**src/usbnk_pkg.sv**
```systemverilog
package usbnk_pkg;

  // ***********************************************
  // Register byte offsets
  // ***********************************************
  localparam logic [7:0] NAK_RETRY_DELAY_OFS = 8'h6C;
  localparam logic [7:0] STALL_NAK_FLAGS_OFS = 8'h70;
  localparam logic [7:0] ROUTING_OFS = 8'h74;
  localparam logic [7:0] POWER_OVERRIDE_OFS = 8'h78;
  localparam logic [7:0] PHY_DIRECT_OFS = 8'h7C;
  localparam logic [7:0] PHY_OVERRIDE_EN_OFS = 8'h80;

  // ***********************************************
  // Field positions and widths
  // ***********************************************
  localparam int DELAY_W = 10;
  localparam int FS_WAIT_LSB = 16;
  localparam int LS_WAIT_LSB = 0;
  localparam logic [DELAY_W-1:0] RETRY_WAIT_RST = 10'h010;

  localparam int ROUTE_W = 4;
  localparam int POWER_W = 6;
  localparam int PWR_VBUS_EN = 0;
  localparam int PWR_VBUS_EN_FORCE = 1;
  localparam int PWR_VBUS_DET = 2;
  localparam int PWR_VBUS_DET_FORCE = 3;
  localparam int PWR_OVERCURR = 4;
  localparam int PWR_OVERCURR_FORCE = 5;

  // Direct control register, writable bits and read-only status field
  localparam int DIR_DIFF = 15;
  localparam int DIR_SLEW = 14;
  localparam int DIR_TX_PWRDN = 13;
  localparam int DIR_RX_PWRDN = 12;
  localparam int DIR_DM = 11;
  localparam int DIR_DP = 10;
  localparam int DIR_DM_OE = 9;
  localparam int DIR_DP_OE = 8;
  localparam int DIR_DM_PD = 6;
  localparam int DIR_DM_PU = 5;
  localparam int DIR_DM_HISEL = 4;
  localparam int DIR_DP_PD = 2;
  localparam int DIR_DP_PU = 1;
  localparam int DIR_DP_HISEL = 0;
  localparam int DIR_STATUS_LSB = 16;
  localparam int PHY_STATUS_W = 7;
  localparam logic [31:0] DIRECT_RW_MASK = 32'h0000FF77;

  // Override enable register bit positions
  localparam int OVR_DIFF = 15;
  localparam int OVR_DM_PU = 12;
  localparam int OVR_SLEW = 11;
  localparam int OVR_TX_PWRDN = 10;
  localparam int OVR_RX_PWRDN = 9;
  localparam int OVR_DM = 8;
  localparam int OVR_DP = 7;
  localparam int OVR_DM_OE = 6;
  localparam int OVR_DP_OE = 5;
  localparam int OVR_DM_PD = 4;
  localparam int OVR_DP_PD = 3;
  localparam int OVR_DP_PU = 2;
  localparam int OVR_DM_HISEL = 1;
  localparam int OVR_DP_HISEL = 0;
  localparam logic [31:0] OVERRIDE_RW_MASK = 32'h00009FFF;

  // ***********************************************
  // Timing
  // ***********************************************
  localparam int CLK_PERIOD_NS = 100;
  localparam int RETRY_UNIT_NS = 1000;
  localparam int CYCLES_PER_US = RETRY_UNIT_NS / CLK_PERIOD_NS;

  // ***********************************************
  // Carriers
  // ***********************************************
  typedef struct packed {
    logic diff;
    logic slew;
    logic tx_pwrdn;
    logic rx_pwrdn;
    logic dm;
    logic dp;
    logic dm_oe;
    logic dp_oe;
    logic dm_pd_en;
    logic dm_pu_en;
    logic dm_hisel;
    logic dp_pd_en;
    logic dp_pu_en;
    logic dp_hisel;
  } usbnk_phy_ctl_t;

  typedef struct packed {
    logic plus_out;
    logic plus_oe;
    logic minus_out;
    logic minus_oe;
  } usbnk_pins_t;

  typedef struct packed {
    logic vbus_detect;
    logic vbus_enable;
    logic overcurrent;
  } usbnk_power_t;

endpackage : usbnk_pkg

```
**src/usbnk_retry_timer.sv**
```systemverilog
`timescale 1ns/1ps
`default_nettype none
module usbnk_retry_timer
  import usbnk_pkg::*;
#(
  parameter int WAIT_W = DELAY_W
)
(
  input wire logic pclk,
  input wire logic presetn,
  input wire logic start,
  input wire logic [WAIT_W-1:0] wait_us,
  output logic busy,
  output logic done
);

  localparam int TICK_W = $clog2(CYCLES_PER_US + 1);
  localparam logic [TICK_W-1:0] TICK_LAST = TICK_W'(CYCLES_PER_US - 1);

  logic [WAIT_W-1:0] us_left_q, us_left_d;
  logic [TICK_W-1:0] tick_q, tick_d;
  logic busy_q, busy_d;
  logic done_q, done_d;

  // A fresh start restarts the wait, so a NAK during a wait extends it
  always_comb
  begin
    us_left_d = us_left_q;
    tick_d = tick_q;
    busy_d = busy_q;
    done_d = 1'b0;
    if (start)
    begin
      us_left_d = wait_us;
      tick_d = '0;
      busy_d = 1'b1;
    end
    else if (busy_q)
    begin
      if (us_left_q == '0)
      begin
        busy_d = 1'b0;
        done_d = 1'b1;
      end
      else if (tick_q == TICK_LAST)
      begin
        tick_d = '0;
        us_left_d = us_left_q - 1'b1;
      end
      else
      begin
        tick_d = tick_q + 1'b1;
      end
    end
  end

  always_ff @(posedge pclk or negedge presetn)
  begin
    if (!presetn)
    begin
      us_left_q <= '0;
      tick_q <= '0;
      busy_q <= 1'b0;
      done_q <= 1'b0;
    end
    else
    begin
      us_left_q <= us_left_d;
      tick_q <= tick_d;
      busy_q <= busy_d;
      done_q <= done_d;
    end
  end

  assign busy = busy_q;
  assign done = done_q;

endmodule : usbnk_retry_timer
`default_nettype wire

```
**src/usbnk_ctrl.sv**
```systemverilog
// The APB interface to the registers was decided locally.
`timescale 1ns/1ps
`default_nettype none
// Functional notes
// - As host, after a NAK wait the programmed microseconds before retrying.
// - Full-speed retry wait is bits 25:16 of delay register, reset 0x010.
// - Low-speed retry wait is bits 9:0 of delay register, reset 0x010.
// - Endpoint NAK or STALL sets its flag only when its notify enable is set.
// - Endpoint zero enables come from serial engine control, others from endpoint control.
// - Routing register selects internal, external transceiver or pads, plus soft connect.
// - Power force enable replaces bus sense, bus drive or overcurrent with stored value.
// - Direct PHY controls act only when their override enable bit is set.
// - One override enable bit per PHY signal; cleared leaves controller in charge.
// - Bit 15 selects single-ended or differential; differential ignores minus data and enable.
// - Bit 14 selects low-speed slew at zero, full-speed slew at one.
// - Bits 13 and 12 power down transmitter and receiver when overridden.
// - Differential: plus equals data bit, minus its inverse, gated by plus enable.
// - Single-ended: minus line from bit 11, plus line from bit 10.
// - Enable zero leaves line floating; plus enable covers both lines in differential.
// - Pull-up high select chooses second resistor alone or both resistors together.
// - Summary flag stays high while any endpoint stall/NAK flag is set.
module usbnk_ctrl
  import usbnk_pkg::*;
#(
  parameter int NUM_EP = 16
)
(
  input wire logic pclk,
  input wire logic presetn,
  input wire logic psel,
  input wire logic penable,
  input wire logic pwrite,
  input wire logic [11:0] paddr,
  input wire logic [31:0] pwdata,
  output logic [31:0] prdata,
  output logic pready,
  output logic pslverr,
  input wire logic host_mode,
  input wire logic low_speed_device,
  input wire logic host_nak_received,
  output logic retry_waiting,
  output logic retry_now,
  input wire logic ep_nak_sent,
  input wire logic ep_stall_sent,
  input wire logic [3:0] ep_number,
  input wire logic ep_dir_out,
  input wire logic serial_engine_notify_nak,
  input wire logic serial_engine_notify_stall,
  input wire logic [NUM_EP-1:0] endpoint_notify_nak,
  input wire logic [NUM_EP-1:0] endpoint_notify_stall,
  output logic stall_nak_summary,
  output logic route_internal_transceiver,
  output logic route_external_transceiver,
  output logic route_digital_pads,
  output logic soft_connect,
  input wire usbnk_power_t native_power,
  output usbnk_power_t effective_power,
  input wire usbnk_phy_ctl_t native_phy,
  output usbnk_phy_ctl_t effective_phy,
  output usbnk_pins_t phy_pins,
  input wire logic [PHY_STATUS_W-1:0] phy_status
);

  // ***********************************************
  // Helpers
  // ***********************************************
  function automatic usbnk_phy_ctl_t unpack_direct(input logic [31:0] r);
    usbnk_phy_ctl_t c;
    c.diff = r[DIR_DIFF];
    c.slew = r[DIR_SLEW];
    c.tx_pwrdn = r[DIR_TX_PWRDN];
    c.rx_pwrdn = r[DIR_RX_PWRDN];
    c.dm = r[DIR_DM];
    c.dp = r[DIR_DP];
    c.dm_oe = r[DIR_DM_OE];
    c.dp_oe = r[DIR_DP_OE];
    c.dm_pd_en = r[DIR_DM_PD];
    c.dm_pu_en = r[DIR_DM_PU];
    c.dm_hisel = r[DIR_DM_HISEL];
    c.dp_pd_en = r[DIR_DP_PD];
    c.dp_pu_en = r[DIR_DP_PU];
    c.dp_hisel = r[DIR_DP_HISEL];
    return c;
  endfunction : unpack_direct

  function automatic usbnk_phy_ctl_t unpack_override(input logic [31:0] r);
    usbnk_phy_ctl_t c;
    c.diff = r[OVR_DIFF];
    c.slew = r[OVR_SLEW];
    c.tx_pwrdn = r[OVR_TX_PWRDN];
    c.rx_pwrdn = r[OVR_RX_PWRDN];
    c.dm = r[OVR_DM];
    c.dp = r[OVR_DP];
    c.dm_oe = r[OVR_DM_OE];
    c.dp_oe = r[OVR_DP_OE];
    c.dm_pd_en = r[OVR_DM_PD];
    c.dm_pu_en = r[OVR_DM_PU];
    c.dm_hisel = r[OVR_DM_HISEL];
    c.dp_pd_en = r[OVR_DP_PD];
    c.dp_pu_en = r[OVR_DP_PU];
    c.dp_hisel = r[OVR_DP_HISEL];
    return c;
  endfunction : unpack_override

  function automatic logic pick(input logic en, input logic forced, input logic native);
    return en ? forced : native;
  endfunction : pick

  // ***********************************************
  // Register bus
  // ***********************************************
  logic wr_en;
  logic addr_hit;
  logic [DELAY_W-1:0] fs_wait_q, fs_wait_d;
  logic [DELAY_W-1:0] ls_wait_q, ls_wait_d;
  logic [2*NUM_EP-1:0] flags_q, flags_d;
  logic [2*NUM_EP-1:0] flag_set;
  logic [ROUTE_W-1:0] route_q, route_d;
  logic [POWER_W-1:0] power_q, power_d;
  logic [31:0] direct_q, direct_d;
  logic [31:0] override_q, override_d;

  always_comb
  begin
    case (paddr[7:0])
      NAK_RETRY_DELAY_OFS, STALL_NAK_FLAGS_OFS, ROUTING_OFS, POWER_OVERRIDE_OFS,
      PHY_DIRECT_OFS, PHY_OVERRIDE_EN_OFS: addr_hit = (paddr[11:8] == 4'h0);
      default: addr_hit = 1'b0;
    endcase
  end

  // Zero wait states: every access completes in its first access cycle
  assign pready = 1'b1;
  assign pslverr = psel && penable && !addr_hit;
  assign wr_en = psel && penable && pwrite && addr_hit;

  always_comb
  begin
    prdata = 32'h00000000;
    if (psel && !pwrite)
    begin
      case (paddr[7:0])
        NAK_RETRY_DELAY_OFS:
        begin
          prdata[FS_WAIT_LSB +: DELAY_W] = fs_wait_q;
          prdata[LS_WAIT_LSB +: DELAY_W] = ls_wait_q;
        end
        STALL_NAK_FLAGS_OFS: prdata[2*NUM_EP-1:0] = flags_q;
        ROUTING_OFS: prdata[ROUTE_W-1:0] = route_q;
        POWER_OVERRIDE_OFS: prdata[POWER_W-1:0] = power_q;
        PHY_DIRECT_OFS:
        begin
          prdata = direct_q;
          prdata[DIR_STATUS_LSB +: PHY_STATUS_W] = phy_status;
        end
        PHY_OVERRIDE_EN_OFS: prdata = override_q;
        default: prdata = 32'h00000000;
      endcase
      if (!addr_hit)
      begin
        prdata = 32'h00000000;
      end
    end
  end

  // ***********************************************
  // Endpoint stall/NAK flags
  // ***********************************************
  logic notify_nak;
  logic notify_stall;
  logic [4:0] flag_index;

  always_comb
  begin
    if (ep_number == 4'h0)
    begin
      notify_nak = serial_engine_notify_nak;
      notify_stall = serial_engine_notify_stall;
    end
    else
    begin
      notify_nak = endpoint_notify_nak[ep_number];
      notify_stall = endpoint_notify_stall[ep_number];
    end
    flag_index = {ep_number, ep_dir_out};
    flag_set = '0;
    if (!host_mode && ((ep_nak_sent && notify_nak) || (ep_stall_sent && notify_stall)))
    begin
      flag_set[flag_index] = 1'b1;
    end
  end

  // ***********************************************
  // Register next state
  // ***********************************************
  always_comb
  begin
    fs_wait_d = fs_wait_q;
    ls_wait_d = ls_wait_q;
    route_d = route_q;
    power_d = power_q;
    direct_d = direct_q;
    override_d = override_q;
    flags_d = flags_q;
    if (wr_en)
    begin
      case (paddr[7:0])
        NAK_RETRY_DELAY_OFS:
        begin
          fs_wait_d = pwdata[FS_WAIT_LSB +: DELAY_W];
          ls_wait_d = pwdata[LS_WAIT_LSB +: DELAY_W];
        end
        STALL_NAK_FLAGS_OFS: flags_d = flags_q & ~pwdata[2*NUM_EP-1:0];
        ROUTING_OFS: route_d = pwdata[ROUTE_W-1:0];
        POWER_OVERRIDE_OFS: power_d = pwdata[POWER_W-1:0];
        PHY_DIRECT_OFS: direct_d = pwdata & DIRECT_RW_MASK;
        PHY_OVERRIDE_EN_OFS: override_d = pwdata & OVERRIDE_RW_MASK;
        default: flags_d = flags_q;
      endcase
    end
    // A new event beats a clear in the same cycle
    flags_d = flags_d | flag_set;
  end

  always_ff @(posedge pclk or negedge presetn)
  begin
    if (!presetn)
    begin
      fs_wait_q <= RETRY_WAIT_RST;
      ls_wait_q <= RETRY_WAIT_RST;
      flags_q <= '0;
      route_q <= '0;
      power_q <= '0;
      direct_q <= 32'h00000000;
      override_q <= 32'h00000000;
    end
    else
    begin
      fs_wait_q <= fs_wait_d;
      ls_wait_q <= ls_wait_d;
      flags_q <= flags_d;
      route_q <= route_d;
      power_q <= power_d;
      direct_q <= direct_d;
      override_q <= override_d;
    end
  end

  // ***********************************************
  // NAK retry wait
  // ***********************************************
  logic retry_start;
  logic [DELAY_W-1:0] retry_wait;

  assign retry_start = host_mode && host_nak_received;
  assign retry_wait = low_speed_device ? ls_wait_q : fs_wait_q;

  usbnk_retry_timer #(
    .WAIT_W(DELAY_W)
  ) u_retry_timer (
    .pclk(pclk),
    .presetn(presetn),
    .start(retry_start),
    .wait_us(retry_wait),
    .busy(retry_waiting),
    .done(retry_now)
  );

  // ***********************************************
  // Output stage
  // ***********************************************
  usbnk_phy_ctl_t forced_phy;
  usbnk_phy_ctl_t ovr_en;
  usbnk_phy_ctl_t phy_d, phy_q;
  usbnk_pins_t pins_d, pins_q;
  usbnk_power_t power_eff_d, power_eff_q;

  always_comb
  begin
    forced_phy = unpack_direct(direct_q);
    ovr_en = unpack_override(override_q);
    // Per-signal mux keeps unselected signals under controller control
    phy_d = (forced_phy & ovr_en) | (native_phy & ~ovr_en);
    if (phy_d.diff)
    begin
      // Minus data and its enable are ignored in differential drive
      pins_d.plus_out = phy_d.dp;
      pins_d.minus_out = ~phy_d.dp;
      pins_d.plus_oe = phy_d.dp_oe;
      pins_d.minus_oe = phy_d.dp_oe;
    end
    else
    begin
      pins_d.plus_out = phy_d.dp;
      pins_d.minus_out = phy_d.dm;
      pins_d.plus_oe = phy_d.dp_oe;
      pins_d.minus_oe = phy_d.dm_oe;
    end
    // Value bits are stored separately so writing them first avoids a glitch
    power_eff_d.vbus_detect = pick(power_q[PWR_VBUS_DET_FORCE], power_q[PWR_VBUS_DET],
                                   native_power.vbus_detect);
    power_eff_d.vbus_enable = pick(power_q[PWR_VBUS_EN_FORCE], power_q[PWR_VBUS_EN],
                                   native_power.vbus_enable);
    power_eff_d.overcurrent = pick(power_q[PWR_OVERCURR_FORCE], power_q[PWR_OVERCURR],
                                   native_power.overcurrent);
  end

  always_ff @(posedge pclk or negedge presetn)
  begin
    if (!presetn)
    begin
      phy_q <= '0;
      pins_q <= '0;
      power_eff_q <= '0;
    end
    else
    begin
      phy_q <= phy_d;
      pins_q <= pins_d;
      power_eff_q <= power_eff_d;
    end
  end

  assign effective_phy = phy_q;
  assign phy_pins = pins_q;
  assign effective_power = power_eff_q;
  assign stall_nak_summary = |flags_q;
  assign route_internal_transceiver = route_q[0];
  assign route_external_transceiver = route_q[1];
  assign route_digital_pads = route_q[2];
  assign soft_connect = route_q[3];

endmodule : usbnk_ctrl
`default_nettype wire

```
**config.mk**
```make
export PLATFORM = sky130hd
export DESIGN_NAME = usbnk_ctrl
export DESIGN_NICKNAME = d
export VERILOG_FILES = /design/src/usbnk_pkg.sv /design/src/usbnk_retry_timer.sv /design/src/usbnk_ctrl.sv
export SDC_FILE = /design/constraint.sdc
export NUM_CORES = 1
export LEC_CHECK = 0
export BUFFER_PORTS_ARGS = -buffer_cell sky130_fd_sc_hd__buf_4
export CORE_MARGIN = 3
export CORE_UTILIZATION = 55
export CTS_BUF_LIST = sky130_fd_sc_hd__clkbuf_4
export DETAILED_ROUTE_END_ITERATION = 8
export GPL_TIMING_DRIVEN = 0
export PLACE_DENSITY_LB_ADDON = 0.2
export SYNTH_ARGS = -nofsm -noshare
export SYNTH_HDL_FRONTEND = slang
export SYNTH_SLANG_ARGS = --single-unit
```
**constraint.sdc**
```tcl
create_clock -name pclk -period 2.9 [get_ports pclk]
set_input_delay 0.58 -clock pclk [delete_from_list [all_inputs] [get_ports pclk]]
set_output_delay 0.58 -clock pclk [all_outputs]
set_load 0.005 [all_outputs]
```
* After elaboration in Yosys (flattened, before gate mapping)
Cells that the tools add are included.
** Word-level totals
- Register bits :: 127
- Input bits :: 117
- Output and inout bits :: 62
- Word-level logic and storage cells :: 120
** Cells by class
- Add/sub/neg operators :: 2
- Order comparisons :: 3
- Equality and inequality tests :: 8
- Muxes and demuxes :: 39
- Bitwise gates (word level) :: 8
- Reductions and logical operators :: 28
** Operators by type and width (count)
- $mux 32 :: 5
- $mux 10 :: 5
- $eq 8x7->1 const B :: 5
- $and 32x32->32 :: 1
- $not 32->32 :: 1
- $or 32x32->32 :: 1
- $reduce_or 32->1 :: 1
- $pmux 10 s3 :: 1
- $and 14x14->14 :: 2
- $pmux 4 s6 :: 1
- $pmux 6 s3 :: 1
- $mux 4 :: 4
- $pmux 4 s4 :: 1
- $mux 1 :: 15
- $not 14->14 :: 1
- $or 14x14->14 :: 1
- $reduce_and 2->1 :: 6
- $logic_and 1x1->1 :: 10
- $logic_not 10->1 :: 1
- $pmux 2 s5 :: 1
- $sub 10x1->10 const B :: 1
- $bmux 1 s4 :: 2
- $eq 8x8->1 const B :: 1
- $logic_not 4->1 :: 2
- 15 further kinds :: 18

* Longest topological paths before layout
- Depth after elaboration :: 8
- Depth in mapped cells :: 9
- Mapped depth without buffers :: 8

* Hierarchy
A second synthesis with hierarchy kept.
** Second synthesis, totals
- Cell total of the unflattened synthesis :: 604
- Area total of the unflattened synthesis :: 6735.2 µm²
** Modules (own cells, without submodules)
- usbnk_ctrl :: instances 1, cells an instance 485, area each 5684.2 µm², sequential area each 2730.1 µm²
- usbnk_retry_timer :: instances 1, cells an instance 119, area each 1051.0 µm², sequential area each 400.4 µm²

* Least setup slack after synthesis
No wires, ideal clock.
- Path kind :: input-to-output
- From :: input port paddr[2]
- To :: output port prdata[23]
- Arrival :: 2.063 ns
- Data required time :: 2.320 ns
- Path slack :: 0.257 ns
- Stages :: 7
- Buffers on the path :: 3
- Cells stage by stage :: buf_2 or2_2 clkbuf_1 nor4_4 clkbuf_1 a22oi_1 nor2_1
** Between the ends
- Word-level cells in the longest chain between the ends :: 5
- Elaborated cells between the ends (all ways) :: 11
- Classes of those cells :: eq/ne: 6; mux: 4; reduce/logical: 1
** RTL lines
- start, declared :: RTL line usbnk_ctrl.sv:33 : input wire logic [11:0] paddr,
- $eq 8x8->1, or another cell as far along :: RTL line usbnk_ctrl.sv:125 : case (paddr[7:0])
- $reduce_or 6->1 :: RTL line usbnk_ctrl.sv:125
- $mux 1 :: RTL line usbnk_ctrl.sv:125
- $mux 32 (*) :: RTL line usbnk_ctrl.sv:159 : if (!addr_hit)
- $mux 32 (*) :: RTL line usbnk_ctrl.sv:140 : if (psel && !pwrite)
- end, declared :: RTL line usbnk_ctrl.sv:35 : output logic [31:0] prdata,
Every way passes the cells marked *; elsewhere a longest branch is shown, timed or not.

* Final worst setup path
- From :: input port paddr[4]
- To :: output port prdata[25]
The elaborated chain is that of the path after synthesis.

==> out/results.txt <==
The floorplan step defined a die boundary enclosing 14,000 um2. The layout overhead on the synthesized area is 29.2%, and the ratio of routed vias to standard cells is 6.41. On the critical path, the stage with the largest delay is an instance of sky130_fd_sc_hd__or4b_4. The critical path goes through buf_6, or4b_4, o22ai_2, and2_4, nand2_2, buf_4, nor2_1, buf_4. The filler cell count in the final layout came out at 890. Total count of max-transition violations in the final report: 0. The average routed wire per standard cell came out at 22.2 um. For the worst flop-to-flop path, the logic depth is 7. The fraction of final layout cells sized beyond drive strength 1 is 0.392, and the remaining global-route overflow is 0.

The fraction of synthesis flops using an asynchronous set or reset pin is 1.00, and the routed wire length is 23,100 um. The clock root buffer master was sky130_fd_sc_hd__clkbuf_4. Start point of the worst hold path: pwdata[16].

The synthesized instance count was 656. The worst setup path is captured at an output pin. The tools report the number of endpoints with negative hold slack in the final report as 0.

By area the synthesized netlist is led by sky130_fd_sc_hd__dfrtp_1, sky130_fd_sc_hd__mux2_2, sky130_fd_sc_hd__mux2_1, sky130_fd_sc_hd__a32oi_1, sky130_fd_sc_hd__o21ai_0. The portion of synthesized cell area occupied by the leading cell type came out at 0.443. The internal portion of the total power is 2890 uW.

Summed over all nets, the switching power comes to 1260 uW. For the synthesized net count, the log shows 777. The startpoint of the worst register-to-register path was u_retry_timer.us_left_q[0]. The tools report the number of iterations in the first detailed-routing pass as 6. Clock edge transition at the registers on the reported setup and hold paths: 0.12 ns. The design draws 4150 uW. The post-route clock period utilization works out to 0.989.

The remaining max-slew budget at the tightest pin is 0.435, and the flip-flop and latch count after synthesis is 125. The run gives 65 as the number of distinct library cells after synthesis. For the share of power burned in registers, the log shows 0.504. Type of origin of the critical path: an input pin.

The logs give 443 uV for the worst IR drop on VDD and 0 for the final count of negative-setup-slack endpoints. The net switching share of the total power is 0.304. The logs give 0.451 for the proportion of synthesized chip area in sequential cells and 2.32 ns for the required arrival time at the worst endpoint. Along the worst hold path, the cell count comes to 2. The synthesized netlist occupies a cell area of 6950 um2. The congestion estimate from routability-driven global placement came to 0.974. The path with the worst hold slack has its endpoint at fs_wait_q[0]. The dominant synthesized flop cell was sky130_fd_sc_hd__dfrtp_1. After detailed routing, the number of remaining DRC violations is 0. For the share of power burned in combinational logic, the log shows 0.179. The cell class contributing the biggest share of worst-path delay is simple AND/OR/NAND/NOR gates. In this run, synthesis inferred 0 flip-flops with an integrated enable. Setup repair after global routing left no endpoint under its margin. The maximum fanout count along the critical path was 10; the smallest setup slack after layout was 0.0308 ns. The initial core utilization was 0.571.

For the static leakage, the log shows 0.00410 uW. The first global-routing pass estimated 35,900 um of wire. At the later pin of the worst-skew pair, clock insertion delay measures 0.56 ns. Across the routed clock network, the largest skew measured is 0.0148 ns. The run finished with clean final reports. The part of the total power dissipated in the clock network was 0.317. The min-delay analysis places its worst path in the category in -> reg. Die outline width: 118 um. Together, buffers and inverters on the worst path number 3. The largest total area in the synthesized netlist belongs to sky130_fd_sc_hd__dfrtp_1.

The floorplan has 40 rows. Slack of the worst reg-to-reg path: 0.55 ns. The logs give 12,200 um2 for the placeable core region and 17,600 um for the half-perimeter wire length after placement. TritonCTS built the clock tree. Buffers inserted during clock tree synthesis total 17. The worst setup path is of the in -> out kind.

The clock tree synthesis step divided the H-tree into 4 levels. The cell that appears most often on the critical path is sky130_fd_sc_hd__buf_4. Entering global routing, the biggest net connects 88 pins. The detailed router finished its first iteration with 842 violations. In this run the vertical extent of the chip is 118 um. The time the worst path needs with I/O delays and setup was 2.87 ns; the pre-CTS setup slack was -0.451 ns. The upper clock frequency limit is 0.349 GHz. The number of nets in the layout was 979; the warning count from the yosys run was 0. Once detail routing completed, the nets flagged for antenna violations numbered 0. The overall routing resource usage is 0.328, and the power density over the cells is 463 nW/um2. The tightest hold path in the finished design has a slack of 0.247 ns. Input and output buffers added on the ports amount to 172. The transition at the pin with the smallest max-transition slack was 0.841 ns.

The critical register-to-register path endpoint is u_retry_timer.us_left_q[4]. For the number of global-route vias before repair, the log shows 6,398. The run gives 6,662 as the count of vias placed by the detailed router. The run gives 0 as the number of max-cap violations. Averaged over all synthesized cells, the footprint is 10.6 um2. CTS saw 125 sinks. The maximum buffer depth of the clock tree is 2. The number of antenna violations at the first check in global routing was 1; the data arrival time of the critical path was 2.29 ns. 179 I/O pins were placed. In this design, the stage delay of the slowest critical-path cell is 0.54 ns.
-- cell usage in the layout, fill, tap and decap left out, types with 6 or more instances in the layout --
master | synthesis | layout
sky130_fd_sc_hd__a211oi_1 | 11 | 11
sky130_fd_sc_hd__a21oi_1 | 21 | 17
sky130_fd_sc_hd__a222oi_1 | 9 | 9
sky130_fd_sc_hd__a22oi_1 | 12 | 12
sky130_fd_sc_hd__a32oi_1 | 22 | 22
sky130_fd_sc_hd__and3_1 | 12 | 11
sky130_fd_sc_hd__buf_2 | 18 | 15
sky130_fd_sc_hd__buf_4 | 7 | 189
sky130_fd_sc_hd__buf_6 | 3 | 6
sky130_fd_sc_hd__clkbuf_1 | 19 | 12
sky130_fd_sc_hd__clkbuf_4 | 0 | 23
sky130_fd_sc_hd__dfrtp_1 | 123 | 123
sky130_fd_sc_hd__inv_1 | 16 | 16
sky130_fd_sc_hd__mux2_1 | 29 | 29
sky130_fd_sc_hd__mux2_2 | 48 | 48
sky130_fd_sc_hd__mux2_4 | 10 | 10
sky130_fd_sc_hd__mux2i_1 | 11 | 11
sky130_fd_sc_hd__nand2_1 | 42 | 41
sky130_fd_sc_hd__nand3_1 | 33 | 33
sky130_fd_sc_hd__nand4_1 | 22 | 22
sky130_fd_sc_hd__nor2_1 | 29 | 27
sky130_fd_sc_hd__nor2b_1 | 12 | 12
sky130_fd_sc_hd__nor4_1 | 11 | 10
sky130_fd_sc_hd__o21ai_0 | 38 | 37
sky130_fd_sc_hd__o311ai_0 | 13 | 13
-- power by group through the flow --
stage | logic, uW | clock network (uW) | registers (uW)
floorplan | 404 | 0 | 2060
global placement | 688 | 0 | 2100
detailed placement | 722 | 0 | 2110
CTS | 728 | 1320 | 2080
global route | 817 | 1420 | 2110
finish | 743 | 1320 | 2090
-- worst max path at each step --
| stage | slack (ns) | endpoint | cells after the start | startpoint |
|---|---|---|---|---|
| CTS | -0.01 | prdata[7] | 7 | paddr[1] |
| global placement | -0.43 | prdata[10] | 8 | paddr[2] |
| finish | 0.03 | prdata[25] | 8 | paddr[4] |
| floorplan | 0.26 | prdata[23] | 7 | paddr[2] |
| global route | 0.003 | prdata[22] | 8 | paddr[4] |
| detailed placement | -0.45 | prdata[10] | 8 | paddr[2] |
-- registers in the layout, summed over array words and instances (netlist names), 6 cells and up --
name / cells
effective_phy: 12
power_q: 6
override_q: 14
u_retry_timer.us_left_q: 10
fs_wait_q: 10
direct_q: 14
flags_q: 32
ls_wait_q: 10
-- per-layer routing --
metal | up-vias | share of wire | GRT usage | wire length, um
li1 | 2921 | - | - | -
met1 | 3286 | 0.40 | 0.445 | 9170
met2 | 404 | 0.49 | 0.541 | 11300
met3 | 51 | 0.092 | 0.0651 | 2130
met4 | 0 | 0.019 | 0.0934 | 438
met5 | - | 0 | 0 | 0
-- cells in the mapped netlist, types with 6 or more instances --
| library cell | instances |
|---|---|
| sky130_fd_sc_hd__mux2_1 | 29 |
| sky130_fd_sc_hd__clkbuf_1 | 19 |
| sky130_fd_sc_hd__buf_4 | 7 |
| sky130_fd_sc_hd__nor4_1 | 11 |
| sky130_fd_sc_hd__nor2_1 | 29 |
| sky130_fd_sc_hd__and3_1 | 12 |
| sky130_fd_sc_hd__mux2i_1 | 11 |
| sky130_fd_sc_hd__o21ai_0 | 38 |
| sky130_fd_sc_hd__or3_1 | 6 |
| sky130_fd_sc_hd__nor2b_1 | 12 |
| sky130_fd_sc_hd__mux2_4 | 10 |
| sky130_fd_sc_hd__mux2_2 | 48 |
| sky130_fd_sc_hd__nand3_1 | 33 |
| sky130_fd_sc_hd__buf_2 | 18 |
| sky130_fd_sc_hd__nand2_1 | 42 |
| sky130_fd_sc_hd__a211oi_1 | 11 |
| sky130_fd_sc_hd__a22oi_1 | 12 |
| sky130_fd_sc_hd__a32oi_1 | 22 |
| sky130_fd_sc_hd__dfrtp_1 | 123 |
| sky130_fd_sc_hd__o311ai_0 | 13 |
| sky130_fd_sc_hd__inv_1 | 16 |
| sky130_fd_sc_hd__a21oi_1 | 21 |
| sky130_fd_sc_hd__a222oi_1 | 9 |
| sky130_fd_sc_hd__nand4_1 | 22 |
-- cell families (layout without fill, tap and decap cells) --
group                      Yosys count  in the layout  share of synthesized area
AOI/OAI and AO/OA                  153            153                      0.155
xor gates and xnor gates             4              4                    0.00504
adders and majority gates            4              4                    0.00720
buffers and inverters               64            279                     0.0448
DFF                                125            125                      0.451
muxes                              100            100                      0.169
other                                1              2                   0.000540
and+or+nand+nor                    205            205                      0.168
-- repair_timing --
item / CTS / global route
endpoints found under the setup margin: 31 / 20
setup buffers: 7 / 3
hold endpoints to repair: 37 / 0
pin swaps: 5 / 5
gates resized for setup: 20 / 15
hold buffers: 1 / 0
-- layout make-up --
cell class                      count  area (um2)  area share
Clock buffer                       19         143      0.0159
Clock inverter                     13         168      0.0187
Sequential cell                   125        3130       0.349
Inverter                           16        60.1     0.00669
Multi-Input combinational cell    467        3570       0.398
Antenna cell                        1        2.50    0.000279
Timing Repair Buffer              184        1410       0.157
Tap cell                          168         210      0.0234
Buffer                             47         277      0.0308
-- metrics by stage --
stage | instances | instance area, um2 | utilization | TNS (ns)
6_report | 1040 | 8970 | 0.738 | 0
5_1_grt | 1040 | 8970 | 0.738 | 0
4_1_cts | 1036 | 8900 | 0.731 | -0.0108
3_5_place_dp | 997 | 8480 | 0.697 | -8.87
3_3_place_gp | 996 | 8450 | 0.695 | -8.34
2_1_floorplan | 656 | 6950 | - | 0
Note: power is estimated with default switching activity, not from simulation.
